==> src/pkg/abx_map.svh <==
// Constants of the execute unit: flag positions, cycle counts, masks
// What this block does
// RQ1: Add registers, optional carry, flags ZCNVH, one cycle
// RQ2: Word add/subtract immediate, two cycles, flags ZCNVS
// RQ3: Subtract register/constant and carry, one cycle, ZCNVH
// RQ4: Subtract constant from register, one cycle, ZCNVH
// RQ5: AND/OR/XOR in one cycle, carry untouched
// RQ6: Set mask ORs immediate, flags Z N V
// RQ7: Clear mask ANDs with 0xFF minus mask
// RQ8: Test ANDs register with itself, value unchanged
// RQ9: Integer multiplies write product pair, two cycles
// RQ10: Fractional multiplies shift product left one, two cycles
// RQ11: Pointer jump loads PC from Z, two cycles
// RQ12: Pointer call pushes return, loads Z, three cycles
// RQ13: Equal skip advances PC 2 or 3, 1/2/3 cycles
// RQ14: Compares set flags, store nothing, one cycle
// RQ15: Bit skips test a register bit, 1/2/3 cycles
// RQ16: Relative/absolute jump 2/3, relative/absolute call 3/4
// RQ17: Returns take four cycles; interrupt return sets I
`ifndef ABX_MAP_SVH
`define ABX_MAP_SVH
`define ABX_FLAG_C 0
`define ABX_FLAG_Z 1
`define ABX_FLAG_N 2
`define ABX_FLAG_V 3
`define ABX_FLAG_S 4
`define ABX_FLAG_H 5
`define ABX_FLAG_I 7
`define ABX_SREG_RST 8'h00
`define ABX_BYTE_ONES 8'hFF
`define ABX_CYC_ONE 3'h1
`define ABX_CYC_TWO 3'h2
`define ABX_CYC_THREE 3'h3
`define ABX_CYC_FOUR 3'h4
`define ABX_PC_STEP1 16'h0001
`define ABX_PC_STEP2 16'h0002
`define ABX_PC_STEP3 16'h0003
`endif

==> src/pkg/abx_pkg.sv <==
// Types shared by the execute unit: operations, states, destinations
package abx_pkg;
  typedef enum logic [5:0] {
    OP_ADD_REG, OP_ADD_CARRY, OP_MINUS_REG, OP_MINUS_CONSTANT,
    OP_MINUS_WITH_BORROW, OP_MINUS_BORROW_CONSTANT,
    OP_WORD_ADD_IMMEDIATE, OP_WORD_MINUS_IMMEDIATE,
    OP_CONJUNCTION_REG, OP_CONJUNCTION_CONSTANT,
    OP_DISJUNCTION_REG, OP_DISJUNCTION_CONSTANT,
    OP_EXCLUSIVE_DISJUNCTION, OP_BIT_SET_MASK, OP_BIT_CLEAR_MASK,
    OP_ZERO_MINUS_TEST,
    OP_UNSIGNED_PRODUCT, OP_SIGNED_PRODUCT, OP_MIXED_SIGN_PRODUCT,
    OP_FRACTION_PRODUCT_UNSIGNED, OP_FRACTION_PRODUCT_SIGNED,
    OP_FRACTION_PRODUCT_MIXED,
    OP_RELATIVE_JUMP, OP_POINTER_JUMP, OP_ABSOLUTE_JUMP,
    OP_RELATIVE_SUBCALL, OP_POINTER_CALL, OP_ABSOLUTE_SUBCALL,
    OP_SUBROUTINE_BACK, OP_INTERRUPT_BACK,
    OP_EQUAL_SKIP, OP_REG_COMPARE, OP_REG_COMPARE_CARRY,
    OP_IMMEDIATE_COMPARE, OP_SKIP_ON_BIT_LOW, OP_SKIP_ON_BIT_HIGH
  } abx_op_t;
  typedef enum logic [1:0] {
    ST_IDLE = 2'b01,
    ST_BUSY = 2'b10
  } abx_state_t;
  typedef enum logic [1:0] {
    DST_REG = 2'h0,
    DST_WORD = 2'h1,
    DST_PROD = 2'h2
  } abx_dst_t;
endpackage

==> src/hdl/abx_addsub.sv <==
// Eight-bit adder/subtractor with carry, half-carry and overflow
`timescale 1ns/1ps
`default_nettype none
module abx_addsub (
  input wire logic [7:0] a_i,
  input wire logic [7:0] b_i,
  input wire logic cin_i,
  input wire logic sub_i,
  output logic [7:0] r_o,
  output logic c_o,
  output logic h_o,
  output logic v_o
);
  logic [8:0] sum;
  // Borrow on subtract is the ninth bit of the wrapped difference
  always_comb begin
    if (sub_i) begin
      sum = {1'b0, a_i} - {1'b0, b_i} - {8'h00, cin_i};
    end else begin
      sum = {1'b0, a_i} + {1'b0, b_i} + {8'h00, cin_i};
    end
  end
  assign r_o = sum[7:0];
  assign c_o = sum[8];
  // Half carry and overflow follow the textbook bit equations
  always_comb begin
    if (sub_i) begin
      h_o = (~a_i[3] & b_i[3]) | (b_i[3] & r_o[3]) | (r_o[3] & ~a_i[3]);
      v_o = (a_i[7] & ~b_i[7] & ~r_o[7]) | (~a_i[7] & b_i[7] & r_o[7]);
    end else begin
      h_o = (a_i[3] & b_i[3]) | (b_i[3] & ~r_o[3]) | (~r_o[3] & a_i[3]);
      v_o = (a_i[7] & b_i[7] & ~r_o[7]) | (~a_i[7] & ~b_i[7] & r_o[7]);
    end
  end
endmodule
`default_nettype wire

==> src/hdl/abx_mult.sv <==
// Eight by eight multiplier with sign selection and fractional shift
`timescale 1ns/1ps
`default_nettype none
module abx_mult (
  input wire logic [7:0] a_i,
  input wire logic [7:0] b_i,
  input wire logic a_sgn_i,
  input wire logic b_sgn_i,
  input wire logic frac_i,
  output logic [15:0] prod_o,
  output logic c_o
);
  logic signed [8:0] ax;
  logic signed [8:0] bx;
  logic signed [17:0] full;
  logic [15:0] raw;
  // A ninth bit extends each operand as signed or unsigned
  assign ax = $signed({a_sgn_i & a_i[7], a_i});
  assign bx = $signed({b_sgn_i & b_i[7], b_i});
  assign full = ax * bx;
  assign raw = full[15:0];
  // Carry is the top bit before the fractional shift
  assign c_o = raw[15];
  assign prod_o = frac_i ? {raw[14:0], 1'b0} : raw;
endmodule
`default_nettype wire

==> src/hdl/abx_exec_unit.sv <==
// Execute unit: arithmetic, logic, multiply and control-flow operations
//
// The plain strobed port and the address map were left to the implementer.
`timescale 1ns/1ps
`default_nettype none
`include "abx_map.svh"
module abx_exec_unit (
  input wire logic ref_clk_i,
  input wire logic rst_i,
  input wire logic op_valid_i,
  input wire abx_pkg::abx_op_t op_i,
  input wire logic [7:0] rd_val_i,
  input wire logic [7:0] rr_val_i,
  input wire logic [7:0] imm_i,
  input wire logic [2:0] bit_sel_i,
  input wire logic [15:0] word_i,
  input wire logic [15:0] z_ptr_i,
  input wire logic [15:0] pc_i,
  input wire logic [15:0] k_i,
  input wire logic [15:0] stack_pc_i,
  input wire logic next_two_word_i,
  output logic busy_o,
  output logic done_o,
  output logic [15:0] res_o,
  output logic res_we_o,
  output abx_pkg::abx_dst_t res_dst_o,
  output logic [7:0] sreg_o,
  output logic [15:0] pc_o,
  output logic pc_we_o,
  output logic push_o,
  output logic [15:0] push_addr_o
);
  abx_pkg::abx_state_t state_r;
  logic [2:0] cnt_r;
  logic acc;
  logic [7:0] opb;
  logic as_sub;
  logic as_cin;
  logic [7:0] as_r;
  logic as_c;
  logic as_h;
  logic as_v;
  logic m_asgn;
  logic m_bsgn;
  logic m_frac;
  logic [15:0] m_prod;
  logic m_c;
  logic [16:0] wsum;
  logic [7:0] lg;
  logic skip;
  // Combined next values of one operation
  logic [15:0] res_nxt;
  logic we_nxt;
  abx_pkg::abx_dst_t dst_nxt;
  logic [7:0] sreg_nxt;
  logic [15:0] pc_nxt;
  logic pcwe_nxt;
  logic push_nxt;
  logic [15:0] paddr_nxt;
  logic [2:0] cyc_nxt;
  // Held copies for multi-cycle operations
  logic [15:0] p_res_r;
  logic p_we_r;
  abx_pkg::abx_dst_t p_dst_r;
  logic [7:0] p_sreg_r;
  logic [15:0] p_pc_r;
  logic p_pcwe_r;
  logic p_push_r;
  logic [15:0] p_paddr_r;

  // A new operation is taken only while no earlier one is running
  assign acc = op_valid_i && (state_r == abx_pkg::ST_IDLE);
  assign busy_o = state_r[1];

  // Operand B is the constant for immediate forms, 0xFF minus it for clear mask
  always_comb begin
    unique case (op_i)
      abx_pkg::OP_MINUS_CONSTANT, abx_pkg::OP_MINUS_BORROW_CONSTANT,
      abx_pkg::OP_CONJUNCTION_CONSTANT, abx_pkg::OP_DISJUNCTION_CONSTANT,
      abx_pkg::OP_BIT_SET_MASK, abx_pkg::OP_IMMEDIATE_COMPARE:
        opb = imm_i;
      abx_pkg::OP_BIT_CLEAR_MASK:
        opb = `ABX_BYTE_ONES - imm_i; // RQ7
      default:
        opb = rr_val_i;
    endcase
  end

  // Adder mode and carry-in
  assign as_sub = !(op_i inside {abx_pkg::OP_ADD_REG,
                                 abx_pkg::OP_ADD_CARRY});
  assign as_cin = sreg_o[`ABX_FLAG_C] &
                  (op_i inside {abx_pkg::OP_ADD_CARRY,
                                abx_pkg::OP_MINUS_WITH_BORROW,
                                abx_pkg::OP_MINUS_BORROW_CONSTANT,
                                abx_pkg::OP_REG_COMPARE_CARRY});

  abx_addsub u_addsub (
    .a_i(rd_val_i),
    .b_i(opb),
    .cin_i(as_cin),
    .sub_i(as_sub),
    .r_o(as_r),
    .c_o(as_c),
    .h_o(as_h),
    .v_o(as_v)
  );

  // Sign selection for the six multiply forms
  assign m_asgn = op_i inside {abx_pkg::OP_SIGNED_PRODUCT,
                               abx_pkg::OP_MIXED_SIGN_PRODUCT,
                               abx_pkg::OP_FRACTION_PRODUCT_SIGNED,
                               abx_pkg::OP_FRACTION_PRODUCT_MIXED};
  assign m_bsgn = op_i inside {abx_pkg::OP_SIGNED_PRODUCT,
                               abx_pkg::OP_FRACTION_PRODUCT_SIGNED};
  assign m_frac = op_i inside {abx_pkg::OP_FRACTION_PRODUCT_UNSIGNED,
                               abx_pkg::OP_FRACTION_PRODUCT_SIGNED,
                               abx_pkg::OP_FRACTION_PRODUCT_MIXED};

  abx_mult u_mult (
    .a_i(rd_val_i),
    .b_i(rr_val_i),
    .a_sgn_i(m_asgn),
    .b_sgn_i(m_bsgn),
    .frac_i(m_frac),
    .prod_o(m_prod),
    .c_o(m_c)
  );

  // Word arithmetic on the register pair, immediate zero-extended
  always_comb begin
    if (op_i == abx_pkg::OP_WORD_MINUS_IMMEDIATE) begin
      wsum = {1'b0, word_i} - {9'h000, imm_i};
    end else begin
      wsum = {1'b0, word_i} + {9'h000, imm_i};
    end
  end

  // Logic result and skip condition
  always_comb begin
    unique case (op_i)
      abx_pkg::OP_DISJUNCTION_REG, abx_pkg::OP_DISJUNCTION_CONSTANT,
      abx_pkg::OP_BIT_SET_MASK:
        lg = rd_val_i | opb; // RQ6
      abx_pkg::OP_EXCLUSIVE_DISJUNCTION:
        lg = rd_val_i ^ opb;
      abx_pkg::OP_ZERO_MINUS_TEST:
        lg = rd_val_i & rd_val_i; // RQ8
      default:
        lg = rd_val_i & opb; // RQ7
    endcase
  end

  always_comb begin
    unique case (op_i)
      abx_pkg::OP_EQUAL_SKIP: skip = (rd_val_i == rr_val_i); // RQ13
      abx_pkg::OP_SKIP_ON_BIT_LOW: skip = !rr_val_i[bit_sel_i]; // RQ15
      abx_pkg::OP_SKIP_ON_BIT_HIGH: skip = rr_val_i[bit_sel_i]; // RQ15
      default: skip = 1'b0;
    endcase
  end

  // Per-operation outcome; flags not named by an operation keep value
  always_comb begin
    res_nxt = {8'h00, as_r};
    we_nxt = 1'b0;
    dst_nxt = abx_pkg::DST_REG;
    sreg_nxt = sreg_o;
    pc_nxt = pc_i;
    pcwe_nxt = 1'b0;
    push_nxt = 1'b0;
    paddr_nxt = pc_i + `ABX_PC_STEP1;
    cyc_nxt = `ABX_CYC_ONE;
    unique case (op_i)
      abx_pkg::OP_ADD_REG, abx_pkg::OP_ADD_CARRY,
      abx_pkg::OP_MINUS_REG, abx_pkg::OP_MINUS_CONSTANT,
      abx_pkg::OP_MINUS_WITH_BORROW, abx_pkg::OP_MINUS_BORROW_CONSTANT,
      abx_pkg::OP_REG_COMPARE, abx_pkg::OP_REG_COMPARE_CARRY,
      abx_pkg::OP_IMMEDIATE_COMPARE: begin
        // Compares leave the destination alone
        we_nxt = !(op_i inside {abx_pkg::OP_REG_COMPARE,
                                abx_pkg::OP_REG_COMPARE_CARRY,
                                abx_pkg::OP_IMMEDIATE_COMPARE}); // RQ14
        sreg_nxt[`ABX_FLAG_C] = as_c; // RQ1 RQ3 RQ4
        sreg_nxt[`ABX_FLAG_H] = as_h;
        sreg_nxt[`ABX_FLAG_V] = as_v;
        sreg_nxt[`ABX_FLAG_N] = as_r[7];
        // Borrow forms chain zero across bytes of a wide subtract
        if (as_sub && (op_i inside {abx_pkg::OP_MINUS_WITH_BORROW,
                                   abx_pkg::OP_MINUS_BORROW_CONSTANT,
                                   abx_pkg::OP_REG_COMPARE_CARRY})) begin
          sreg_nxt[`ABX_FLAG_Z] = (as_r == 8'h00) &
                                  sreg_o[`ABX_FLAG_Z]; // RQ3
        end else begin
          sreg_nxt[`ABX_FLAG_Z] = (as_r == 8'h00);
        end
      end
      abx_pkg::OP_WORD_ADD_IMMEDIATE,
      abx_pkg::OP_WORD_MINUS_IMMEDIATE: begin
        res_nxt = wsum[15:0]; // RQ2
        we_nxt = 1'b1;
        dst_nxt = abx_pkg::DST_WORD;
        cyc_nxt = `ABX_CYC_TWO;
        sreg_nxt[`ABX_FLAG_Z] = (wsum[15:0] == 16'h0000);
        sreg_nxt[`ABX_FLAG_N] = wsum[15];
        sreg_nxt[`ABX_FLAG_C] = wsum[16];
        if (op_i == abx_pkg::OP_WORD_ADD_IMMEDIATE) begin
          sreg_nxt[`ABX_FLAG_V] = !word_i[15] & wsum[15];
        end else begin
          sreg_nxt[`ABX_FLAG_V] = word_i[15] & !wsum[15];
        end
        sreg_nxt[`ABX_FLAG_S] = sreg_nxt[`ABX_FLAG_N] ^
                                sreg_nxt[`ABX_FLAG_V];
      end
      abx_pkg::OP_CONJUNCTION_REG, abx_pkg::OP_CONJUNCTION_CONSTANT,
      abx_pkg::OP_DISJUNCTION_REG, abx_pkg::OP_DISJUNCTION_CONSTANT,
      abx_pkg::OP_EXCLUSIVE_DISJUNCTION, abx_pkg::OP_BIT_SET_MASK,
      abx_pkg::OP_BIT_CLEAR_MASK, abx_pkg::OP_ZERO_MINUS_TEST: begin
        // Carry and half carry stay as they were
        res_nxt = {8'h00, lg}; // RQ5
        we_nxt = 1'b1;
        sreg_nxt[`ABX_FLAG_Z] = (lg == 8'h00);
        sreg_nxt[`ABX_FLAG_N] = lg[7];
        sreg_nxt[`ABX_FLAG_V] = 1'b0;
      end
      abx_pkg::OP_UNSIGNED_PRODUCT, abx_pkg::OP_SIGNED_PRODUCT,
      abx_pkg::OP_MIXED_SIGN_PRODUCT,
      abx_pkg::OP_FRACTION_PRODUCT_UNSIGNED,
      abx_pkg::OP_FRACTION_PRODUCT_SIGNED,
      abx_pkg::OP_FRACTION_PRODUCT_MIXED: begin
        res_nxt = m_prod; // RQ9 RQ10
        we_nxt = 1'b1;
        dst_nxt = abx_pkg::DST_PROD;
        cyc_nxt = `ABX_CYC_TWO;
        sreg_nxt[`ABX_FLAG_Z] = (m_prod == 16'h0000);
        sreg_nxt[`ABX_FLAG_C] = m_c;
      end
      abx_pkg::OP_RELATIVE_JUMP, abx_pkg::OP_RELATIVE_SUBCALL: begin
        pc_nxt = pc_i + k_i + `ABX_PC_STEP1; // RQ16
        pcwe_nxt = 1'b1;
        push_nxt = (op_i == abx_pkg::OP_RELATIVE_SUBCALL);
        cyc_nxt = push_nxt ? `ABX_CYC_THREE : `ABX_CYC_TWO;
      end
      abx_pkg::OP_ABSOLUTE_JUMP, abx_pkg::OP_ABSOLUTE_SUBCALL: begin
        // Absolute forms are two words long; return past both
        pc_nxt = k_i; // RQ16
        pcwe_nxt = 1'b1;
        push_nxt = (op_i == abx_pkg::OP_ABSOLUTE_SUBCALL);
        paddr_nxt = pc_i + `ABX_PC_STEP2;
        cyc_nxt = push_nxt ? `ABX_CYC_FOUR : `ABX_CYC_THREE;
      end
      abx_pkg::OP_POINTER_JUMP, abx_pkg::OP_POINTER_CALL: begin
        pc_nxt = z_ptr_i; // RQ11 RQ12
        pcwe_nxt = 1'b1;
        push_nxt = (op_i == abx_pkg::OP_POINTER_CALL);
        cyc_nxt = push_nxt ? `ABX_CYC_THREE : `ABX_CYC_TWO;
      end
      abx_pkg::OP_SUBROUTINE_BACK, abx_pkg::OP_INTERRUPT_BACK: begin
        pc_nxt = stack_pc_i; // RQ17
        pcwe_nxt = 1'b1;
        cyc_nxt = `ABX_CYC_FOUR;
        if (op_i == abx_pkg::OP_INTERRUPT_BACK) begin
          sreg_nxt[`ABX_FLAG_I] = 1'b1; // RQ17
        end
      end
      default: begin
        // Skips: one cycle when not taken, else by next length
        pcwe_nxt = skip;
        pc_nxt = pc_i + (next_two_word_i ? `ABX_PC_STEP3
                                         : `ABX_PC_STEP2); // RQ13 RQ15
        if (skip) begin
          cyc_nxt = next_two_word_i ? `ABX_CYC_THREE : `ABX_CYC_TWO;
        end
      end
    endcase
  end

  // Sequencer: idle, or counting down the remaining cycles
  always_ff @(posedge ref_clk_i or posedge rst_i) begin
    if (rst_i) begin
      state_r <= abx_pkg::ST_IDLE;
      cnt_r <= 3'h0;
    end else begin
      unique case (state_r)
        abx_pkg::ST_IDLE: begin
          if (acc && (cyc_nxt != `ABX_CYC_ONE)) begin
            state_r <= abx_pkg::ST_BUSY;
            cnt_r <= cyc_nxt - `ABX_CYC_ONE;
          end
        end
        abx_pkg::ST_BUSY: begin
          cnt_r <= cnt_r - `ABX_CYC_ONE;
          if (cnt_r == `ABX_CYC_ONE) begin
            state_r <= abx_pkg::ST_IDLE;
          end
        end
        default: begin
          state_r <= abx_pkg::ST_IDLE;
        end
      endcase
    end
  end

  // Multi-cycle results are held until their last cycle
  always_ff @(posedge ref_clk_i or posedge rst_i) begin
    if (rst_i) begin
      p_res_r <= 16'h0000;
      p_we_r <= 1'b0;
      p_dst_r <= abx_pkg::DST_REG;
      p_sreg_r <= `ABX_SREG_RST;
      p_pc_r <= 16'h0000;
      p_pcwe_r <= 1'b0;
      p_push_r <= 1'b0;
      p_paddr_r <= 16'h0000;
    end else if (acc) begin
      p_res_r <= res_nxt;
      p_we_r <= we_nxt;
      p_dst_r <= dst_nxt;
      p_sreg_r <= sreg_nxt;
      p_pc_r <= pc_nxt;
      p_pcwe_r <= pcwe_nxt;
      p_push_r <= push_nxt;
      p_paddr_r <= paddr_nxt;
    end
  end

  // Publish at the end of the last cycle; flags change only then,
  // so a following operation always sees settled flags
  always_ff @(posedge ref_clk_i or posedge rst_i) begin
    if (rst_i) begin
      done_o <= 1'b0;
      res_o <= 16'h0000;
      res_we_o <= 1'b0;
      res_dst_o <= abx_pkg::DST_REG;
      sreg_o <= `ABX_SREG_RST;
      pc_o <= 16'h0000;
      pc_we_o <= 1'b0;
      push_o <= 1'b0;
      push_addr_o <= 16'h0000;
    end else if (acc && (cyc_nxt == `ABX_CYC_ONE)) begin
      done_o <= 1'b1;
      res_o <= res_nxt;
      res_we_o <= we_nxt;
      res_dst_o <= dst_nxt;
      sreg_o <= sreg_nxt;
      pc_o <= pc_nxt;
      pc_we_o <= pcwe_nxt;
      push_o <= 1'b0;
    end else if (state_r[1] && (cnt_r == `ABX_CYC_ONE)) begin
      done_o <= 1'b1;
      res_o <= p_res_r;
      res_we_o <= p_we_r;
      res_dst_o <= p_dst_r;
      sreg_o <= p_sreg_r;
      pc_o <= p_pc_r;
      pc_we_o <= p_pcwe_r;
      push_o <= p_push_r;
      push_addr_o <= p_paddr_r;
    end else begin
      done_o <= 1'b0;
      res_we_o <= 1'b0;
      pc_we_o <= 1'b0;
      push_o <= 1'b0;
    end
  end
endmodule
`default_nettype wire

==> config.mk <==
export PLATFORM = sky130hd
export DESIGN_NAME = abx_exec_unit
export DESIGN_NICKNAME = d
export VERILOG_FILES = /design/src/pkg/abx_pkg.sv /design/src/hdl/abx_addsub.sv /design/src/hdl/abx_mult.sv /design/src/hdl/abx_exec_unit.sv
export VERILOG_INCLUDE_DIRS = /design/src /design/src/pkg
export SDC_FILE = /design/constraint.sdc
export NUM_CORES = 1
export LEC_CHECK = 0
export ABC_CLOCK_PERIOD_IN_PS = 4100
export BUFFER_PORTS_ARGS = -buffer_cell sky130_fd_sc_hd__buf_4
export CAP_MARGIN = 10
export CELL_PAD_IN_SITES_DETAIL_PLACEMENT = 1
export CELL_PAD_IN_SITES_GLOBAL_PLACEMENT = 2
export CORE_MARGIN = 3
export CORE_UTILIZATION = 32
export DETAILED_ROUTE_END_ITERATION = 6
export PLACE_DENSITY = 0.86
export SLEW_MARGIN = 20
export SYNTH_ARGS = -nofsm -noshare
export SYNTH_HDL_FRONTEND = slang
export SYNTH_SLANG_ARGS = --single-unit
==> constraint.sdc <==
create_clock -name ref_clk_i -period 4.1 [get_ports ref_clk_i]
set_input_delay 0.615 -clock ref_clk_i [delete_from_list [all_inputs] [get_ports ref_clk_i]]
set_output_delay 0.615 -clock ref_clk_i [all_outputs]
set_load 0.03 [all_outputs]
Yosys cells after proc, flatten, opt, wreduce, memory -nomap -nowiden
Index checks and enable logic that the tools add are counted.
- bits in registers: 128
- input bits: 117
- output and inout bits: 63
- add/sub/neg operators: 14
- $mul: 1
- order comparisons: 1
- equality and inequality tests: 43
- mux-type cells: 55
- bitwise operators: 37
- reductions and logical operators: 42
- operator list (kind ; number):
    $eq A6 B5 Y1 const B ; 16
    $mux W16 ; 6
    $pmux W16 S5 ; 1
    $eq A6 B4 Y1 const B ; 8
    $pmux W16 S3 ; 1
    $add A16 B1 Y16 const B ; 2
    $logic_not A16 Y1 ; 2
    $reduce_or A25 Y1 ; 1
    $eq A6 B3 Y1 const B ; 4
    $eq A6 B6 Y1 const B ; 4
    $pmux W8 S3 ; 1
    $reduce_or A8 Y1 ; 3
    $mux W1 ; 22
    $and A1 B1 Y1 ; 20
    $pmux W3 S6 ; 1
    $add A16 B8 Y17 ; 1
    $mux W17 ; 1
    $reduce_or A17 Y1 ; 1
    $sub A16 B8 Y17 ; 1
    $add A16 B16 Y16 ; 1
    $add A16 B2 Y16 ; 1
    $add A16 B2 Y16 const B ; 1
    $and A8 B8 Y8 ; 2
    $logic_not A8 Y1 ; 2
    46 further kinds ; 90

Depth between registers and ports, before layout
Gate-level depths: netlist (run 1).
- depth in word-level cells: 13
- depth in mapped cells: 26
- mapped depth without buffers: 24

Hierarchy
Synthesis (run 1) repeated with hierarchy kept, for this count alone.
- cell total of the unflattened synthesis: 1666
- area, all modules: 13508.0 um^2
- modules (own cells, without submodules) (module ; times used ; cells an instance ; area each (um^2) ; seq. area each (um^2)):
    abx_exec_unit ; 1 ; 1208 ; 9631.7 ; 3204.3
    abx_mult ; 1 ; 329 ; 2905.3 ; 0.0
    abx_addsub ; 1 ; 129 ; 970.9 ; 0.0

Worst setup path after synthesis (run 1)
OpenSTA, ideal clock, no wires.
- path type: input to register
- from: in op_i[4]
- to: reg sreg_o[1]
- setup time: 0.137 ns
- arrival: 5.954 ns
- slack: -1.991 ns
- cell stages on the path: 24
- path buffers: 1
- path through: clkbuf_1 -> nor3b_2 -> and3_1 -> and2_1 -> nand2_1 -> fa_1 -> fa_1 -> inv_1 -> fa_1 -> fa_1 -> inv_1 -> fa_1 -> inv_1 -> ha_1 -> a21o_1 -> nand2_1 -> nand4_1 -> a41oi_1 -> xnor2_1 -> or2_2 -> nand4_1 -> nand3_1 -> a31oi_1 -> a21oi_1
- longest elaborated chain between the ends: 11
- elaborated cells on any way between the ends: 89
- ends and longest elaborated chain (element ; RTL line ; text):
    start: declaration ; abx_exec_unit.sv:11 ; input wire abx_pkg::abx_op_t op_i,
    $eq A6 B3 Y1 (tied with other cells) ; -- ;
    $reduce_or A6 Y1 ; abx_exec_unit.sv:77 ; unique case (op_i)
    $pmux W8 S2 ; abx_exec_unit.sv:77 ;
    $sub A8 B8 Y9 / $add A8 B8 Y9 (equally long branches) ; abx_addsub.sv:18, abx_addsub.sv:20 ;
    $sub A9 B1 Y9 / $add A9 B1 Y9 (equally long branches) ; abx_addsub.sv:18, abx_addsub.sv:20 ;
    $mux W9 ; abx_addsub.sv:17 ; if (sub_i) begin
    $logic_not A8 Y1 ; abx_exec_unit.sv:192, abx_exec_unit.sv:195 ;
    $and A1 B1 Y1 ; abx_exec_unit.sv:192 ; sreg_nxt[`ABX_FLAG_Z] = (as_r == 8'h00) &
    $mux W1 ; abx_exec_unit.sv:189 ; if (as_sub && (op_i inside {abx_pkg::OP_MINUS_WITH_BORROW,
    $pmux W1 S4 ; abx_exec_unit.sv:174 ; unique case (op_i)
    $mux W8 ; abx_exec_unit.sv:340 ; end else if (acc && (cyc_nxt == `ABX_CYC_ONE)) begin
    end signal: assignment ; abx_exec_unit.sv:335 ; sreg_o <= `ABX_SREG_RST;
    end signal: assignment ; abx_exec_unit.sv:345 ; sreg_o <= sreg_nxt;
    end signal: assignment ; abx_exec_unit.sv:354 ; sreg_o <= p_sreg_r;
    end: declaration ; abx_exec_unit.sv:27 ; output logic [7:0] sreg_o,
Several ways; a longest one is shown, not always the timed one.
A chain may end at the register's enable or synchronous reset.

Final worst setup path (run 1)
- from: in op_i[5]
- to: reg p_sreg_r[1]
- longest elaborated chain between the ends: 10
- elaborated cells on any way between the ends: 62
- ends and longest elaborated chain (element ; RTL line ; text):
    $eq A6 B3 Y1 (tied with other cells) ; -- ;
    $reduce_or A6 Y1 ; abx_exec_unit.sv:77 ;
    $pmux W8 S2 ; abx_exec_unit.sv:77 ;
    $sub A8 B8 Y9 / $add A8 B8 Y9 (equally long branches) ; abx_addsub.sv:18, abx_addsub.sv:20 ;
    $sub A9 B1 Y9 / $add A9 B1 Y9 (equally long branches) ; abx_addsub.sv:18, abx_addsub.sv:20 ;
    $mux W9 ; abx_addsub.sv:17 ;
    $logic_not A8 Y1 ; abx_exec_unit.sv:192, abx_exec_unit.sv:195 ;
    $and A1 B1 Y1 ; abx_exec_unit.sv:192 ;
    $mux W1 ; abx_exec_unit.sv:189 ;
    $pmux W1 S4 * ; abx_exec_unit.sv:174 ;
    end signal: assignment ; abx_exec_unit.sv:310 ; p_sreg_r <= `ABX_SREG_RST;
    end signal: assignment ; abx_exec_unit.sv:319 ; p_sreg_r <= sreg_nxt;
    end: declaration ; abx_exec_unit.sv:65 ; logic [7:0] p_sreg_r;
Every way passes the cells marked *; elsewhere a longest branch is shown, timed or not.

==> results.sh, run 1 <==
export IMPL_cts_htree_levels=4
export IMPL_p_leak_nw=8.90
export IMPL_initial_utilization=0.326
export IMPL_hpwl_mm=42.4
export IMPL_worstSetupStartpointType="input port"
export IMPL_synth_flop_cell="dfrtp_1"
export IMPL_violations="setup timing"
export IMPL_drt_drc_violations_left=0
export IMPL_syn_area_per_cell_um2=8.31
export IMPL_dr_first_iter_drc_count=904
export IMPL_tightest_slew_ps=1090
export IMPL_placementRows=74
export IMPL_syn_num_nets=1908
export IMPL_fin_nets=2300
export IMPL_design_core_area_um2=41000
export IMPL_p_seq_frac=0.213
export IMPL_max_slew_margin=0.276
export IMPL_dr_total_vias=13875
export IMPL_ys_types=84
export IMPL_drt_pre_antenna_iters=5
export IMPL_synth_largest_area_cell="dfrtp_1"
export IMPL_reg2reg_setup_slack_ps=460
export IMPL_cp_buffers_inverters=6
export IMPL_drive_above_1_share=0.352
export IMPL_dpl_cell_count=2481
export IMPL_wl_per_cell_um=21.8
export IMPL_place_gp_congestion=0.914
export IMPL_worst_hold_slack_ps=392
export IMPL_yosysMostFrequentCell="nand2_1"
export IMPL_grt_pass1_vias=14755
export IMPL_clkPwrFrac=0.160
export IMPL_die_h_um=210
export IMPL_antenna_left=0
export IMPL_viasPerCell=5.45
export IMPL_cp_required_ps=4400
export IMPL_cp_slowest_stage_delay_ps=540
export IMPL_slowest_stage="fa_1"
export IMPL_r2r_end="p_sreg_r[0]"
export IMPL_post_route_period_util=1.38
export IMPL_critPathCaptureType="register"
export IMPL_yosys_warnings=0
export IMPL_crit_path_max_fanout=4
export IMPL_setup_viol=28
export IMPL_synth_top_cells_by_count="nand2_1, inv_1, o21ai_0"
export IMPL_grt_util_all_layers=0.239
export IMPL_rsz0062_at_grt="yes"
export IMPL_fmax_ghz=0.176
export IMPL_utilization=0.466
export IMPL_rr_startpoint="sreg_o[0]"
export IMPL_clk_pin_slew_worst_paths_ps=60
export IMPL_yosysSeqAreaShare=0.240
export IMPL_cap_violations=0
export IMPL_grt_max_degree=114
export IMPL_critical_path_class="input port to register"
export IMPL_finalClockSkew_ps=6.83
export IMPL_cts_buffers=17
export IMPL_postCtsHoldBufs=0
export IMPL_finalHoldViolCount=0
export IMPL_antenna_found_initial=0
export IMPL_final_cells=2544
export IMPL_synth_edf_count=0
export IMPL_grt_pass1_wl_mm=83.5
export IMPL_outcome="complete, but fails checks"
export IMPL_slew_violations=0
export IMPL_r2r_cells=16
export IMPL_path_common_cell="fa_1"
export IMPL_grt_overflow_total=0
export IMPL_p_total_mw=9.33
export IMPL_io_pins=180
export IMPL_power_density_nw_per_um2=488
export IMPL_fp_dieW_um=210
export IMPL_dieArea_um2=44300
export IMPL_layout_setup_ws_ps=-1570
export IMPL_syn_cell_area_um2=13400
export IMPL_ir_worst_vdd_v=0.000281
export IMPL_path_delay_family="adder cells"
export IMPL_cts_tree="built"
export IMPL_hold_path_class="input port to async pin"
export IMPL_drt_wl_total_mm=55.4
export IMPL_cts_buffer_depth=2
export IMPL_cts_num_sinks=128
export IMPL_root_buffer="clkbuf_16"
export IMPL_synth_cells=1609
export IMPL_combPwrFrac=0.627
export IMPL_insertion_delay_ps=420
export IMPL_synth_top_cell_area_share=0.238
export IMPL_io_buffers=179
export IMPL_async_flop_share=1.00
export IMPL_switchingPower_mw=4.04
export IMPL_synth_area_leaders="dfrtp_1, ha_1, fa_1, nand2_1, o21ai_0"
export IMPL_intPower_mw=5.29
export IMPL_p_sw_frac=0.433
export IMPL_syn2layout_area_growth_pct=42.9
export IMPL_setup_tns_ps=-27990
export IMPL_ys_seq_elements=128
export IMPL_diodes=0
export IMPL_cp_arrival_ps=5970
export IMPL_fin_crit_ps=5670
power by group through the flow:
stage	Clock, mW	Combinational, mW	Sequential (mW)
finish	1.49	5.85	1.99
global route	1.55	6.24	2.04
CTS	1.51	5.25	1.98
detailed placement	0	4.49	1.99
global placement	0	4.33	1.97
floorplan	0	2.18	2.33
layer usage:
layer | up-vias | global-route usage | routed length (um)
met5 | - | 0 | 0
met4 | 0 | 0.0589 | 1190
met3 | 61 | 0.0226 | 1970
met2 | 319 | 0.427 | 28200
met1 | 7078 | 0.311 | 24000
li1 | 6417 | - | -
cells by family (layout without fill, tap and decap cells):
group | count (synthesis) | in the layout | synth area share
xor gates and xnor gates | 72 | 72 | 0.0482
AOI/OAI and AO/OA | 430 | 430 | 0.212
adders and majority gates | 182 | 182 | 0.209
DFF | 128 | 128 | 0.240
muxes | 42 | 42 | 0.0352
buffers and inverters | 234 | 637 | 0.0682
and+or+nand+nor | 521 | 521 | 0.187
final cells by class:
class	count	area (um^2)
tap	532	666
clock buffer	21	470
clock inverter	9	110
multi-input combinational	1247	10400
sequential	128	3200
inverter	149	574
timing repair buffer	458	3690
fill	4774	21900
stage by stage:
| step | instance area (um^2) | setup WS (ps) |
|---|---|---|
| after floorplan | 13600 | -1550 |
| after global placement | 17100 | -1850 |
| after detailed placement | 17100 | -1990 |
| after CTS | 18600 | -1380 |
| after global routing | 19100 | -1770 |
| final | 19100 | -1570 |
cells in the final DEF, fill, tap and decap left out, drive strengths merged, types with 11 or more instances in the layout:
| cell type | instances |
|---|---|
| ha | 113 |
| mux2i | 20 |
| fa | 69 |
| o21a | 15 |
| a211oi | 15 |
| nand4 | 12 |
| a21o | 13 |
| nand2 | 204 |
| o22ai | 13 |
| nand2b | 11 |
| inv | 149 |
| or3 | 11 |
| nor4 | 11 |
| and2 | 44 |
| a22oi | 45 |
| nand3 | 30 |
| clkbuf | 22 |
| buf | 456 |
| and3 | 14 |
| dfrtp | 127 |
| o21ai | 139 |
| xor2 | 20 |
| nor3 | 32 |
| xnor2 | 51 |
| o31ai | 15 |
| mux2 | 20 |
| a21oi | 67 |
| nor2b | 17 |
| a31oi | 16 |
| nor2 | 103 |
worst max path at each step:
stage / start / to / slack, ps / cells after the start
6_report: op_i[5] / p_sreg_r[1] / -1570 / 25
5_1_grt: op_i[5] / p_res_r[14] / -1770 / 25
4_1_cts: op_i[3] / p_sreg_r[1] / -1380 / 23
3_5_place_dp: op_i[0] / p_sreg_r[1] / -1990 / 23
3_3_place_gp: op_i[3] / sreg_o[1] / -1850 / 23
2_1_floorplan: op_i[3] / sreg_o[1] / -1550 / 23
state kept, by name, summed over array words and instances (netlist names), 8 cells and up:
signal       flops
p_paddr_r       16
p_res_r         16
push_addr_o     16
res_o           16
pc_o            16
p_sreg_r         8
sreg_o           8
p_pc_r          16
timing repair:
action,CTS,global route
gates resized for setup,147,107
pin swaps,54,76
gates cloned,1,0
setup endpoints to repair,34,38
buffers inserted,20,25
endpoints found under the hold margin,0,0
Power figures use the tool's default switching activity.
==> run 2, diff against run 1 <==
--- a/config.mk
+++ b/config.mk
@@ -6,15 +6,15 @@
 export SDC_FILE = /design/constraint.sdc
 export NUM_CORES = 1
 export LEC_CHECK = 0
-export ABC_CLOCK_PERIOD_IN_PS = 4100
+export ABC_CLOCK_PERIOD_IN_PS = 5300
 export BUFFER_PORTS_ARGS = -buffer_cell sky130_fd_sc_hd__buf_4
-export CAP_MARGIN = 10
+export CAP_MARGIN = 5
 export CELL_PAD_IN_SITES_DETAIL_PLACEMENT = 1
 export CELL_PAD_IN_SITES_GLOBAL_PLACEMENT = 2
 export CORE_MARGIN = 3
-export CORE_UTILIZATION = 32
+export CORE_UTILIZATION = 35
 export DETAILED_ROUTE_END_ITERATION = 6
-export PLACE_DENSITY = 0.86
+export PLACE_DENSITY = 0.89
 export SLEW_MARGIN = 20
 export SYNTH_ARGS = -nofsm -noshare
 export SYNTH_HDL_FRONTEND = slang
==> constraint.sdc (replaced) <==
create_clock -name ref_clk_i -period 5.3 [get_ports ref_clk_i]
set_input_delay 0.795 -clock ref_clk_i [delete_from_list [all_inputs] [get_ports ref_clk_i]]
set_output_delay 0.795 -clock ref_clk_i [all_outputs]
set_load 0.03 [all_outputs]
==> run 2 against run 1 <==
The run still ends with setup timing left. First-iteration DRC count rose by 1.3%. Final cell count fell by 6.3%. Sequential cell count did not move. Utilization fell by 0.38 points. Die area fell by 8.3%. Via count fell by 4.6%. Clock skew rose by 1.8 ps. Hold slack improved by 86 ps. Register-to-register slack improved by 1300 ps. Non-clock buffer count fell by 133. Setup slack improved by 1200 ps. Critical path depth fell by 1. Largest power group unchanged. Highest routed layer unchanged.
==> results.sh, run 2 (synthesized netlist as in run 1, its figures left out) <==
export IMPL_grt_util_all_layers=0.247
export IMPL_dpl_cell_count=2347
export IMPL_root_buffer="clkbuf_16"
export IMPL_insertion_delay_ps=420
export IMPL_cp_arrival_ps=6000
export IMPL_hold_path_class="register to register"
export IMPL_power_density_nw_per_um2=376
export IMPL_dr_first_iter_drc_count=916
export IMPL_syn2layout_area_growth_pct=28.4
export IMPL_grt_pass1_vias=13956
export IMPL_drt_wl_total_mm=51.2
export IMPL_dp_slack_ps=-961
export IMPL_cts_buffer_depth=2
export IMPL_antenna_found_initial=0
export IMPL_cts_buffers=17
export IMPL_final_cell_mix="buf_4, nand2_1, inv_1"
export IMPL_cap_violations=0
export IMPL_slowest_stage="fa_1"
export IMPL_drt_drc_violations_left=0
export IMPL_p_leak_nw=8.10
export IMPL_drive_above_1_share=0.257
export IMPL_grt_overflow_total=0
export IMPL_grt_max_degree=75
export IMPL_cts_htree_levels=4
export IMPL_path_common_cell="fa_1"
export IMPL_cp_slowest_stage_delay_ps=520
export IMPL_fin_nets=2167
export IMPL_clk_pin_slew_worst_paths_ps=60
export IMPL_layout_setup_ws_ps=-357
export IMPL_fillers=4469
export IMPL_worstSetupStartpointType="input port"
export IMPL_critPathCaptureType="register"
export IMPL_path_delay_family="adder cells"
export IMPL_io_pins=180
export IMPL_rsz0062_at_grt="yes"
export IMPL_dr_total_vias=13238
export IMPL_final_cells=2385
export IMPL_slew_violations=0
export IMPL_cts_tree="built"
export IMPL_utilization=0.462
export IMPL_initial_utilization=0.360
export IMPL_grt_pass1_wl_mm=79.8
export IMPL_viasPerCell=5.55
export IMPL_die_h_um=201
export IMPL_dieArea_um2=40600
export IMPL_design_core_area_um2=37100
export IMPL_tightest_slew_ps=1050
export IMPL_hpwl_mm=40.9
export IMPL_io_buffers=179
export IMPL_critical_path_class="input port to register"
export IMPL_finalHoldViolCount=0
export IMPL_finalClockSkew_ps=8.66
export IMPL_cts_num_sinks=128
export IMPL_max_slew_margin=0.292
export IMPL_fp_dieW_um=201
export IMPL_crit_path_max_fanout=4
export IMPL_wl_per_cell_um=21.5
export IMPL_antenna_left=0
export IMPL_fin_crit_ps=5660
export IMPL_outcome="complete, but fails checks"
export IMPL_drt_pre_antenna_iters=5
export IMPL_setup_viol=17
export IMPL_diodes=0
export IMPL_cp_buffers_inverters=5
export IMPL_violations="setup timing"
export IMPL_ir_worst_vdd_v=0.000252
export IMPL_fmax_ghz=0.177
export IMPL_final_common_cell="buf_4"
export IMPL_path_cells="buf_6 > or3_1 > and3_4 > and2_4 > nand2_4 > fa_1 > fa_1 > inv_2 > fa_1 > fa_1 > inv_2 > fa_1 > inv_2 > ha_4 > o21ai_4 > nor2_2 > nor2_2 > or4_4 > nor4_4 > buf_4 > nand4_1 > nand3_2 > a31oi_4 > o21ai_1"
export IMPL_p_total_mw=6.46
export IMPL_postCtsHoldBufs=0
export IMPL_placementRows=70
export IMPL_place_gp_congestion=0.912
export IMPL_post_route_period_util=1.07
export IMPL_cp_required_ps=5650
==> run 2: cell types whose count changed in the layout (fill, tap and decap cells not counted), moves of 10 or more <==
cell	change
o21ai_1	-10
o21ai_0	+17
inv_2	-13
buf_4	-105
buf_6	-16
ha_1	+14
ha_4	-14
inv_1	+18
==> run 2: worst paths after layout <==
kind / from / depth (start not counted) / slack, ps / to
min in group asynchronous: rst_i / 2 / 570 / p_res_r[10]
hold / removal: p_paddr_r[4] / 2 / 480 / p_paddr_r[4]
hold reg to reg: p_paddr_r[4] / 2 / 480 / p_paddr_r[4]
setup / recovery: op_i[0] / 24 / -360 / p_sreg_r[1]
setup reg to reg: sreg_o[0] / 14 / 1730 / p_sreg_r[1]
max in group asynchronous: rst_i / 3 / 3760 / p_paddr_r[0]
==> run 2: timing repair <==
action | 4_1_cts | 5_1_grt
pin swaps | 30 | 28
endpoints found under the setup margin | 16 | 20
buffers inserted | 7 | 1
resized for setup | 33 | 49
==> run 2: tightest hold or removal path: stages, from the launching register on <==
cell	delay, ps
dfrtp_1	340
nand2_1	50
o21ai_0	60
==> run 2: through the flow <==
step	TNS (ps)	instance area, um^2	hold slack [ps]
global route	-7010	17200	503
finish	-3660	17200	478
floorplan	-4690	13500	440
CTS	-3170	17000	482
detailed placement	-14120	16200	464
global placement	-11290	16200	454
==> run 2: per-layer routing <==
metal | share of wire | vias up | track usage
met3 | 0.039 | 59 | 0.0236
met4 | 0.019 | 0 | 0.0551
met1 | 0.46 | 6712 | 0.343
met5 | 0 | - | 0
met2 | 0.48 | 319 | 0.418
li1 | - | 6148 | -
==> run 2: layout make-up <==
class	instances	area, um^2	share of cell area
Clock buffer	18	429	0.0250
Clock inverter	14	161	0.00940
Inverter	149	562	0.0327
Multi-Input combinational cell	1247	9690	0.565
Sequential cell	128	3200	0.187
Tap cell	504	631	0.0367
Timing Repair Buffer	325	2480	0.145
==> run 2: report_power, final <==
part           internal [mW]  switching (mW)
Sequential              1.29           0.226
Clock                  0.699           0.460
Combinational           1.65            2.13
